==> config.mk <==
export PLATFORM = sky130hd
export DESIGN_NAME = thermal_overload_pin_duration_limit
export DESIGN_NICKNAME = d
export VERILOG_FILES = /design/src/shared/thermal_overload_pin_timer_pkg.sv /design/src/logic/thermal_overload_pin_duration_limit.sv
export SDC_FILE = /design/constraint.sdc
export NUM_CORES = 1
export LEC_CHECK = 0
export ABC_AREA = 1
export BUFFER_PORTS_ARGS = -buffer_cell sky130_fd_sc_hd__buf_4
export CAP_MARGIN = 5
export CORE_UTILIZATION = 58
export CTS_CLUSTER_DIAMETER = 60
export DETAILED_ROUTE_END_ITERATION = 16
export PLACE_DENSITY = 0.82
export SLEW_MARGIN = 10
export SYNTH_ARGS = -nofsm -noshare
export SYNTH_HDL_FRONTEND = slang
export SYNTH_SLANG_ARGS = --single-unit
export TNS_END_PERCENT = 30
==> constraint.sdc <==
create_clock -name clk_in -period 2.64 [get_ports clk_in]
set_clock_uncertainty 0.15 [all_clocks]
set_input_delay 0.396 -clock clk_in [delete_from_list [all_inputs] [get_ports clk_in]]
set_output_delay 0.396 -clock clk_in [all_outputs]
set_load 0.02 [all_outputs]
==> src/shared/thermal_overload_pin_timer_pkg.sv <==
// constants and carrier types for the overload timer and fan_speed_pulse_input pulse config block
package thermal_overload_pin_timer_pkg;

  ////////////////////////////////////////////////////////////////////////////////
  // register offsets
  localparam logic [7:0] INT_STATUS2_ADDR     = 8'h42;
  localparam logic [7:0] DURATION_STATUS_ADDR = 8'h79;
  localparam logic [7:0] DURATION_LIMIT_ADDR  = 8'h7A;
  localparam logic [7:0] PULSES_PER_REV_ADDR  = 8'h7B;

  // field positions
  localparam int unsigned EXCEEDED_BIT = 5;
  localparam int unsigned FIRST_FAN_LSB  = 0;
  localparam int unsigned SECOND_FAN_LSB = 2;
  localparam int unsigned THIRD_FAN_LSB  = 4;
  localparam int unsigned FOURTH_FAN_LSB = 6;

  // values after reset
  localparam logic [7:0] DURATION_LIMIT_RST = 8'h00;
  localparam logic [7:0] PULSES_PER_REV_RST = 8'h55;

  ////////////////////////////////////////////////////////////////////////////////
  // timing: one count is 22.76 ms
  localparam int unsigned CLK_PERIOD_NS  = 10;
  localparam int unsigned DURATION_UNIT_NS = 22_760_000;
  localparam int unsigned TICK_CYCLES    = DURATION_UNIT_NS / CLK_PERIOD_NS;
  localparam int unsigned PRESCALE_W     = 22;
  // reading above one bit needs two units, 45.52 ms
  localparam logic [7:0] FIRST_THRESHOLD = 8'h02;
  localparam logic [7:0] COUNT_MAX       = 8'hFF;

  ////////////////////////////////////////////////////////////////////////////////
  // types
  typedef enum logic [1:0] {
    TIMER_IDLE   = 2'b01,
    TIMER_TIMING = 2'b10
  } timer_state_e;

  typedef struct packed {
    logic [2:0] fourth;
    logic [2:0] third;
    logic [2:0] second;
    logic [2:0] first;
  } fan_pulses_s;

  typedef struct packed {
    logic       wr;
    logic       rd;
    logic [7:0] addr;
    logic [7:0] wdata;
  } reg_req_s;

endpackage : thermal_overload_pin_timer_pkg

==> src/logic/thermal_overload_pin_duration_limit.sv <==
// overload duration timer, limit compare and fan_pulses_per_rev registers

////////////////////////////////////////////////////////////////////////////////
// Function
// - limit is eight bits, each count worth 22.76 ms of assertion
// - programmable limit spans 45.52 ms to 5.80 s across codes 1 to 254
// - time beyond limit sets bit 5 of interrupt status 2 at 0x42
// - limit zero flags exceedance immediately on overload assertion
// - limit register 0x7A is read/write, resets to zero
// - fan one pulse count in bits 1:0, code plus one pulses
// - fans two to four use bits 3:2, 5:4, 7:6 alike
// - pulses-per-rev register 0x7B is read/write, resets to 0x55
// - upper seven duration bits read zero until beyond 45.52 ms
// - lowest status bit set on assertion, cleared on read, then count lsb ORed with it
module thermal_overload_pin_duration_limit #(
  parameter int unsigned TICK_CYCLES = thermal_overload_pin_timer_pkg::TICK_CYCLES
) (
  // clock, reset, enable
  input  wire logic                          clk_in,
  input  wire logic                          rst_n_in,
  input  wire logic                          clk_en_in,
  // register port
  input  wire thermal_overload_pin_timer_pkg::reg_req_s     reg_req_in,
  output logic [7:0]                         reg_rdata_out,
  // overload pin, active low
  input  wire logic                          thermal_overload_pin_n_in,
  // status and configuration out
  output logic                               duration_exceeded_flag_out,
  output thermal_overload_pin_timer_pkg::fan_pulses_s       fan_pulses_out
);

  ////////////////////////////////////////////////////////////////////////////////
  typedef struct packed {
    thermal_overload_pin_timer_pkg::timer_state_e                     state;
    logic [thermal_overload_pin_timer_pkg::PRESCALE_W-1:0]           prescale;
    logic [7:0]                                        count;
    logic                                              seen;
    logic                                              exceeded;
    logic [7:0]                                        limit;
    logic [7:0]                                        ppr;
    logic [7:0]                                        rdata;
    thermal_overload_pin_timer_pkg::fan_pulses_s                      pulses;
  } state_s;

  state_s st_q;
  state_s st_d;

  function automatic logic [2:0] pulses_of(input logic [1:0] code);
    pulses_of = {1'b0, code} + 3'h1;
  endfunction : pulses_of

  logic       asserted;
  logic       tick;
  logic       rd_status;
  logic       rd_int2;
  logic [7:0] count_inc;
  logic [7:0] status_view;

  assign asserted  = !thermal_overload_pin_n_in;
  assign rd_status = reg_req_in.rd && (reg_req_in.addr == thermal_overload_pin_timer_pkg::DURATION_STATUS_ADDR);
  assign rd_int2   = reg_req_in.rd && (reg_req_in.addr == thermal_overload_pin_timer_pkg::INT_STATUS2_ADDR);
  // prescale wraps once per duration unit
  assign tick      = (st_q.state == thermal_overload_pin_timer_pkg::TIMER_TIMING) && asserted &&
                     (st_q.prescale == thermal_overload_pin_timer_pkg::PRESCALE_W'(TICK_CYCLES - 1));
  // saturate so a very long overload never wraps to a short reading
  assign count_inc = (st_q.count == thermal_overload_pin_timer_pkg::COUNT_MAX) ? st_q.count
                                                                : st_q.count + 8'h01;
  // below the first threshold only the seen flag shows
  assign status_view = (st_q.count < thermal_overload_pin_timer_pkg::FIRST_THRESHOLD) ?
                       {7'h00, st_q.seen} : {st_q.count[7:1], st_q.count[0] | st_q.seen};

  ////////////////////////////////////////////////////////////////////////////////
  always_comb begin
    st_d = st_q;
    if (clk_en_in) begin
      // reads: registered data, clear-on-read effects; hardware sets win below
      if (reg_req_in.rd) begin
        unique case (reg_req_in.addr)
          thermal_overload_pin_timer_pkg::INT_STATUS2_ADDR:
            st_d.rdata = 8'(st_q.exceeded) << thermal_overload_pin_timer_pkg::EXCEEDED_BIT;
          thermal_overload_pin_timer_pkg::DURATION_STATUS_ADDR: st_d.rdata = status_view;
          thermal_overload_pin_timer_pkg::DURATION_LIMIT_ADDR:  st_d.rdata = st_q.limit;
          thermal_overload_pin_timer_pkg::PULSES_PER_REV_ADDR:  st_d.rdata = st_q.ppr;
          default:                               st_d.rdata = 8'h00;
        endcase
      end
      if (rd_status) begin
        st_d.seen  = 1'b0;
        st_d.count = 8'h00;
      end
      if (rd_int2) begin
        st_d.exceeded = 1'b0;
      end
      if (reg_req_in.wr) begin
        if (reg_req_in.addr == thermal_overload_pin_timer_pkg::DURATION_LIMIT_ADDR) begin
          st_d.limit = reg_req_in.wdata;
        end
        if (reg_req_in.addr == thermal_overload_pin_timer_pkg::PULSES_PER_REV_ADDR) begin
          st_d.ppr = reg_req_in.wdata;
        end
      end
      unique case (st_q.state)
        thermal_overload_pin_timer_pkg::TIMER_IDLE: begin
          st_d.prescale = '0;
          if (asserted) begin
            st_d.state = thermal_overload_pin_timer_pkg::TIMER_TIMING;
            st_d.seen  = 1'b1;
            if (st_q.limit == 8'h00) begin
              st_d.exceeded = 1'b1;
            end
          end
        end
        thermal_overload_pin_timer_pkg::TIMER_TIMING: begin
          if (!asserted) begin
            st_d.state = thermal_overload_pin_timer_pkg::TIMER_IDLE;
          end else if (tick) begin
            st_d.prescale = '0;
            st_d.count    = rd_status ? 8'h01 : count_inc;
            if (count_inc > st_q.limit) begin
              st_d.exceeded = 1'b1;
            end
          end else begin
            st_d.prescale = st_q.prescale + 1'b1;
          end
        end
        default: st_d.state = thermal_overload_pin_timer_pkg::TIMER_IDLE;
      endcase
      // decode of each fan's two-bit field
      st_d.pulses.first  = pulses_of(st_q.ppr[thermal_overload_pin_timer_pkg::FIRST_FAN_LSB +: 2]);
      st_d.pulses.second = pulses_of(st_q.ppr[thermal_overload_pin_timer_pkg::SECOND_FAN_LSB +: 2]);
      st_d.pulses.third  = pulses_of(st_q.ppr[thermal_overload_pin_timer_pkg::THIRD_FAN_LSB +: 2]);
      st_d.pulses.fourth = pulses_of(st_q.ppr[thermal_overload_pin_timer_pkg::FOURTH_FAN_LSB +: 2]);
    end
  end

  always_ff @(posedge clk_in or negedge rst_n_in) begin
    if (!rst_n_in) begin
      st_q          <= '0;
      st_q.state    <= thermal_overload_pin_timer_pkg::TIMER_IDLE;
      st_q.limit    <= thermal_overload_pin_timer_pkg::DURATION_LIMIT_RST;
      st_q.ppr      <= thermal_overload_pin_timer_pkg::PULSES_PER_REV_RST;
      st_q.pulses   <= '{3'h2, 3'h2, 3'h2, 3'h2};
    end else begin
      st_q <= st_d;
    end
  end

  assign reg_rdata_out              = st_q.rdata;
  assign duration_exceeded_flag_out = st_q.exceeded;
  assign fan_pulses_out             = st_q.pulses;
endmodule : thermal_overload_pin_duration_limit

==> impl_metrics.yaml, run 1 <==
logic_synthesis:
  synth-compound-area-share_pct: 10.9
  synth_mux_area_share_pct: 0.236
  yosys_warnings: 0
  synth_area_leaders: "dfrtp_1, nand2_1, inv_1"
  syn_area_per_cell_um2: 7.58
  synth_ff_type: "dfrtp_1"
  synth.most_common_cell: "nand2_1"
  synth_top_area_share_pct: 36.0
  synth.distinct_cells: 39
  synth_seq_cells: 70
  synth_edf_count: 0
  syn_area_mm2: 0.00424
  syn_inst: 559
  synth_top_family_by_area: "simple AND/OR/NAND/NOR gates"
  seq_area_frac_synth_pct: 41.6
  synthArstFlopShare_pct: 100
  yosys.area_share.adder_pct: 4.73
  synthSimpleGateAreaFrac_pct: 30.0
  yosys.area.top_type: "dfrtp_1"
  synthTopCellsByCount: "nand2_1, inv_1, dfrtp_1"
  synth_nets: 597
  synth_xor_area_share_pct: 1.45
final_layout:
  antenna_cells: 0
  final_util_pct: 70.4
  layout-drive-gt1-share_pct: 19.7
  area_delta_synth_final_pct: 14.8
  fin_nets: 632
drt:
  vias: 3817
  drc: 0
  wl_per_cell_um: 14.9
  routed_wirelength_mm: 10.4
  vias_per_cell: 5.49
  drt_iter0_markers: 403
  ant_nets: 0
  drt-pass1-iter-count: 6
timing:
  setup_violations: 0
  fin_tns_setup_ns: 0
  slew_viol_final: 0
  period_needed_ns: 2.55
  final_hold_viol_count: 0
  setup_ws_ns: 0.0892
  whs_ns: 0.000650
  tightest_slew_ns: 0.853
  fmax_mhz: 392
  fin_crit_sh_pct: 96.6
  slew_headroom_pct: 43.1
worst_setup_path:
  r2r_slack_ns: 0.09
  reg2regPathDepth: 21
  cp.arrival_ns: 2.64
  r2r_start: "st_q[39]"
  regToRegEndpoint: "duration_exceeded_flag_out"
  worst_setup_path_start_kind: "flop"
  worstPathMaxFanout: 4
  cp.required_ns: 2.73
  path_class: "flop to flop"
  cp-end-kind: "flop"
run:
  maxCapViolations: 0
clock_tree:
  cts_max_level: 3
  worstSkewPairLatency_ns: 0.35
  numCtsBuffers: 9
  clock_sinks: 70
  cts.path.max_buffers: 2
  cts_tree: "built"
  clk_transition_reported_paths_ns: 0.08
  cts_root_buffer: "clkbuf_8"
floorplanning:
  die_w_um: 87.5
  initial_core_util_pct: 61.3
  die_area_mm2: 0.00765
  dieHeight_um: 87.5
  io_pins: 43
  rows: 30
  core_mm2: 0.00691
power_and_ir_drop:
  leakage_nw: 2.39
  peakVddDrop_v: 0.000383
  power_density_mw_per_mm2: 560
  totalPowerFinal_mw: 2.72
placement:
  dp_hpwl_mm: 7.45
  place.gp.congestion: 0.900
  port_buffers: 42
  post-place-ws_ns: 0.0603
global_routing:
  first_global_vias: 3527
  grt_start_max_net_pins: 71
  grt_pass1_wl_mm: 16.6
  grt_use_total_pct: 28.4
  antenna_found_initial: 0
  grt_overflow: 0
worst_hold_path:
  hp-class: "primary input to asynchronous set/reset pin"
status:
  status: "complete, no violations"
## per-layer routing
| layer | GRT usage (%) | vias to the layer above | share of wire [%] |
|---|---|---|---|
| li1 | - | 1852 | - |
| met1 | 41.3 | 1786 | 45 |
| met2 | 42.0 | 151 | 45 |
| met3 | 5.50 | 28 | 7.2 |
| met4 | 10.3 | 0 | 2.2 |
| met5 | 0 | - | 0 |
## report_power, final
| group | switching, mW | total, mW | internal, mW |
|---|---|---|---|
| Combinational | 0.390 | 0.608 | 0.218 |
| Sequential | 0.0819 | 1.23 | 1.15 |
| Clock | 0.419 | 0.881 | 0.463 |
| Total | 0.891 | 2.72 | 1.83 |
## layout by cell type (no fill, tap or decap), types with 2 or more instances in the layout
master	n
nand2_4	2
o211ai_1	8
inv_1	67
o21ai_1	8
ha_4	3
inv_2	6
dfrtp_1	57
nand3_4	2
dfrtp_2	4
a21o_1	2
o22ai_1	4
clkbuf_8	10
nor3_4	2
xor2_1	6
dfstp_2	9
nand2_2	6
nor3_1	14
nand2_1	160
buf_4	51
nor2_4	7
nand4_1	7
o21ai_0	37
a21oi_1	16
nor2_2	2
nand3_1	32
clkinvlp_4	2
o21ai_2	2
nor2_1	42
ha_1	13
## area by class of cell
| cell class | instances | area [um^2] |
|---|---|---|
| sequential | 70 | 1770 |
| clock buffer | 11 | 141 |
| inverter | 73 | 274 |
| tap | 96 | 120 |
| fill | 592 | 2040 |
| multi-input combinational | 388 | 2110 |
| timing repair buffer | 52 | 394 |
| clock inverter | 5 | 58.8 |
## worst max path at each step
stage	start	endpoint	slack, ns
finish	st_q[39]	duration_exceeded_flag_out	0.09
global route	st_q[39]	duration_exceeded_flag_out	-0.08
CTS	st_q[39]	duration_exceeded_flag_out	0.05
detailed placement	st_q[39]	duration_exceeded_flag_out	0.06
global placement	st_q[38]	duration_exceeded_flag_out	0.17
floorplan	st_q[38]	duration_exceeded_flag_out	0.28
## registers in the layout, indices dropped and copies added (netlist names)
register,cells
reg_rdata_out,8
duration_exceeded_flag_out,1
fan_pulses_out,12
st_q,49
## repair_timing
action | CTS | global route
gates resized for setup | 0 | 25
hold buffers | 0 | 0
setup endpoints to repair | 0 | 1
buffers inserted | 0 | 8
## stage by stage
| step | area (um^2) | cells |
|---|---|---|
| floorplan | 4240 | 559 |
| global placement | 4490 | 671 |
| global route | 4860 | 695 |
| detailed placement | 4490 | 671 |
| finish | 4860 | 695 |
| CTS | 4690 | 687 |
## worst max-delay path, cell delays in order (launching register included)
cell and delay, ns:
dfrtp_2 0.45, ha_4 0.18, nand3_4 0.09, nor2_4 0.17
nand4_4 0.12, buf_6 0.15, nand3_1 0.06, o21ai_1 0.07
inv_1 0.09, ha_1 0.24, nand2_2 0.08, inv_2 0.04
nand2_1 0.06, nand2_1 0.05, nand2_1 0.06, nand2_1 0.05
nand2_1 0.05, nand3_1 0.06, nand3_1 0.08, nand2_1 0.05
nand2_1 0.05, nand2_1 0.05
## kinds of logic (layout without fill, tap and decap cells)
group | count (synthesis) | in the layout
adder cells (fa/ha/maj) | 16 | 16
XOR/XNOR | 7 | 7
multiplexers | 1 | 1
flip-flops | 70 | 70
buffers and inverters | 101 | 141
AND/OR/NAND/NOR | 282 | 282
AO/OA/AOI/OAI | 82 | 82
Note: power is estimated with default switching activity, not from simulation.
==> run 2: changes to the inputs <==
--- a/config.mk
+++ b/config.mk
@@ -8,10 +8,10 @@
 export ABC_AREA = 1
 export BUFFER_PORTS_ARGS = -buffer_cell sky130_fd_sc_hd__buf_4
 export CAP_MARGIN = 5
-export CORE_UTILIZATION = 58
+export CORE_UTILIZATION = 40
 export CTS_CLUSTER_DIAMETER = 60
 export DETAILED_ROUTE_END_ITERATION = 16
-export PLACE_DENSITY = 0.82
+export PLACE_DENSITY = 0.61
 export SLEW_MARGIN = 10
 export SYNTH_ARGS = -nofsm -noshare
 export SYNTH_HDL_FRONTEND = slang
==> run 2 against run 1 <==
  * First-iteration DRC count decreased by 44%
  * Total power increased by 2.7%
  * Sequential power about the same
  * Count of clock-buffer cells in the layout decreased by 2
  * Non-clock buffer count decreased by 1
  * Fmax decreased by 2.0%
  * Combinational power decreased by 3%
  * Worst hold slack improved by 0.0020 ns
  * Routed wire length decreased by 0.28%
  * Clock power increased by 11%
  * Utilization decreased by 23 points
  * Final area increased by 0.64%
  * Critical path type unchanged
  * Largest power group unchanged
  * Highest routed layer unchanged
==> impl_metrics.yaml, run 2 (synthesized netlist as in run 1, its figures left out) <==
placement:
  place.gp.congestion: 0.911
  place_inst: 711
  port_buffers: 42
  dp_hpwl_mm: 7.59
  dpl_cell_area_mm2: 0.00454
clock_tree:
  worstSkewPairLatency_ns: 0.35
  numCtsBuffers: 9
  clk_transition_reported_paths_ns: 0.08
  cts_root_buffer: "clkbuf_8"
  clock_sinks: 70
  cts.path.max_buffers: 2
  cts_max_level: 3
  hold_buffers: 0
  cts_tree: "built"
timing:
  slew_viol_final: 0
  slew_headroom_pct: 39.7
  setup_violations: 0
  rsz0062_at_grt: "true"
  fin_crit_sh_pct: 98.6
  final_hold_viol_count: 0
  whs_ns: 0.00266
  fin_tns_setup_ns: 0
  fmax_mhz: 384
  period_needed_ns: 2.60
  tightest_slew_ns: 0.905
power_and_ir_drop:
  leakage_nw: 2.38
  power_density_mw_per_mm2: 571
  peakVddDrop_v: 0.000298
  totalPowerFinal_mw: 2.80
final_layout:
  largest_register: "st_q"
  final_common_cell: "nand2_1"
  area_delta_synth_final_pct: 15.6
  antenna_cells: 0
  largest_reg_flops: 49
  fin_area_mm2: 0.00489
  final_cell_mix: "nand2_1, inv_1, dfrtp_1"
  fin_cells: 734
  fin_nets: 631
  fillers: 1024
  layout-drive-gt1-share_pct: 18.9
floorplanning:
  dieHeight_um: 105
  initial_core_util_pct: 41.2
  rows: 37
  die_w_um: 105
  die_area_mm2: 0.0110
  core_mm2: 0.0103
  io_pins: 43
drt:
  ant_nets: 0
  vias: 3732
  drc: 0
  drt-pass1-iter-count: 5
  wl_per_cell_um: 14.1
  routed_wirelength_mm: 10.4
  drt_iter0_markers: 225
  vias_per_cell: 5.08
global_routing:
  first_global_vias: 3515
  grt_use_total_pct: 19.8
  grt_pass1_wl_mm: 17.1
  grt_start_max_net_pins: 71
  grt_overflow: 0
  antenna_found_initial: 0
worst_setup_path:
  cp-end-kind: "flop"
  cp.arrival_ns: 2.70
  cp.required_ns: 2.74
  slowest_delay_ns: 0.45
  path_class: "flop to flop"
  worst_setup_path_start_kind: "flop"
  crit_chain: "buf_6 -> nand3_4 -> nor3_4 -> inv_2 -> o31ai_2 -> nand3_1 -> ha_1 -> a21o_1 -> nor2_1 -> nand2_1 -> nand2_1 -> nand3_1 -> nand3_1 -> nand2_1 -> nand2_1 -> nand2_1"
  critPathMostFrequentCell: "nand2_1"
  worstPathMaxFanout: 3
  cpMaxStageDelayCell: "dfrtp_1"
status:
  status: "complete, no violations"
run:
  maxCapViolations: 0
worst_hold_path:
  hp-class: "primary input to asynchronous set/reset pin"
-- run 2: where the power goes --
group	switching [mW]	leakage [nW]	internal [mW]
clock network	0.447	0.0977	0.533
registers	0.0759	0.915	1.15
logic	0.385	1.37	0.206
total	0.908	2.38	1.89
-- run 2: per-stage QoR --
step | setup WS, ns | util [%]
after floorplan | 0.282 | -
after global placement | 0.194 | 44.2
after detailed placement | 0.0488 | 44.2
after CTS | 0.0290 | 46.4
after global routing | -0.151 | 47.6
final | 0.0368 | 47.6
-- run 2: cell type report --
cell class	count	area, um^2	share of cell area (%)
clock inverters	7	98.8	2.02
flip-flops and latches	70	1760	36.0
multi-input cells	388	2080	42.4
well taps	136	170	3.48
repair buffers	51	387	7.90
clock buffers	9	124	2.53
inverters	73	274	5.60
-- run 2: routing by layer --
metal  vias to the layer above  wire [um]  track usage, %
li1                       1857          -               -
met1                      1743       5070            28.5
met2                       113       4500            29.2
met3                        19        586            4.18
met4                         0        205            6.94
met5                         -          0               0
-- run 2: repair_timing --
item	in CTS	in global routing
setup buffers	0	7
gates resized for setup	0	18
endpoints found under the setup margin	0	1
-- run 2: worst max-delay path: cells and delay by family (launching register included) --
kind | cells | cell delay [ns]
simple gates | 11 | 0.96
flops | 1 | 0.45
compound gates | 2 | 0.38
fa+ha+maj | 1 | 0.35
buf+inv | 2 | 0.21
-- run 2: path summary, 6_finish.rpt --
path	from	endpoint	slack, ns	depth (start not counted)
max in group asynchronous	rst_n_in	st_q[38]	1.68	1
setup / recovery	st_q[39]	duration_exceeded_flag_out	0.04	16
hold / removal	rst_n_in	st_q[57]	0.003	1
setup reg to reg	st_q[39]	duration_exceeded_flag_out	0.04	16
min in group clk_in	thermal_overload_pin_n_in	st_q[37]	0.11	2
hold reg to reg	fan_pulses_out[4]	fan_pulses_out[4]	0.32	2
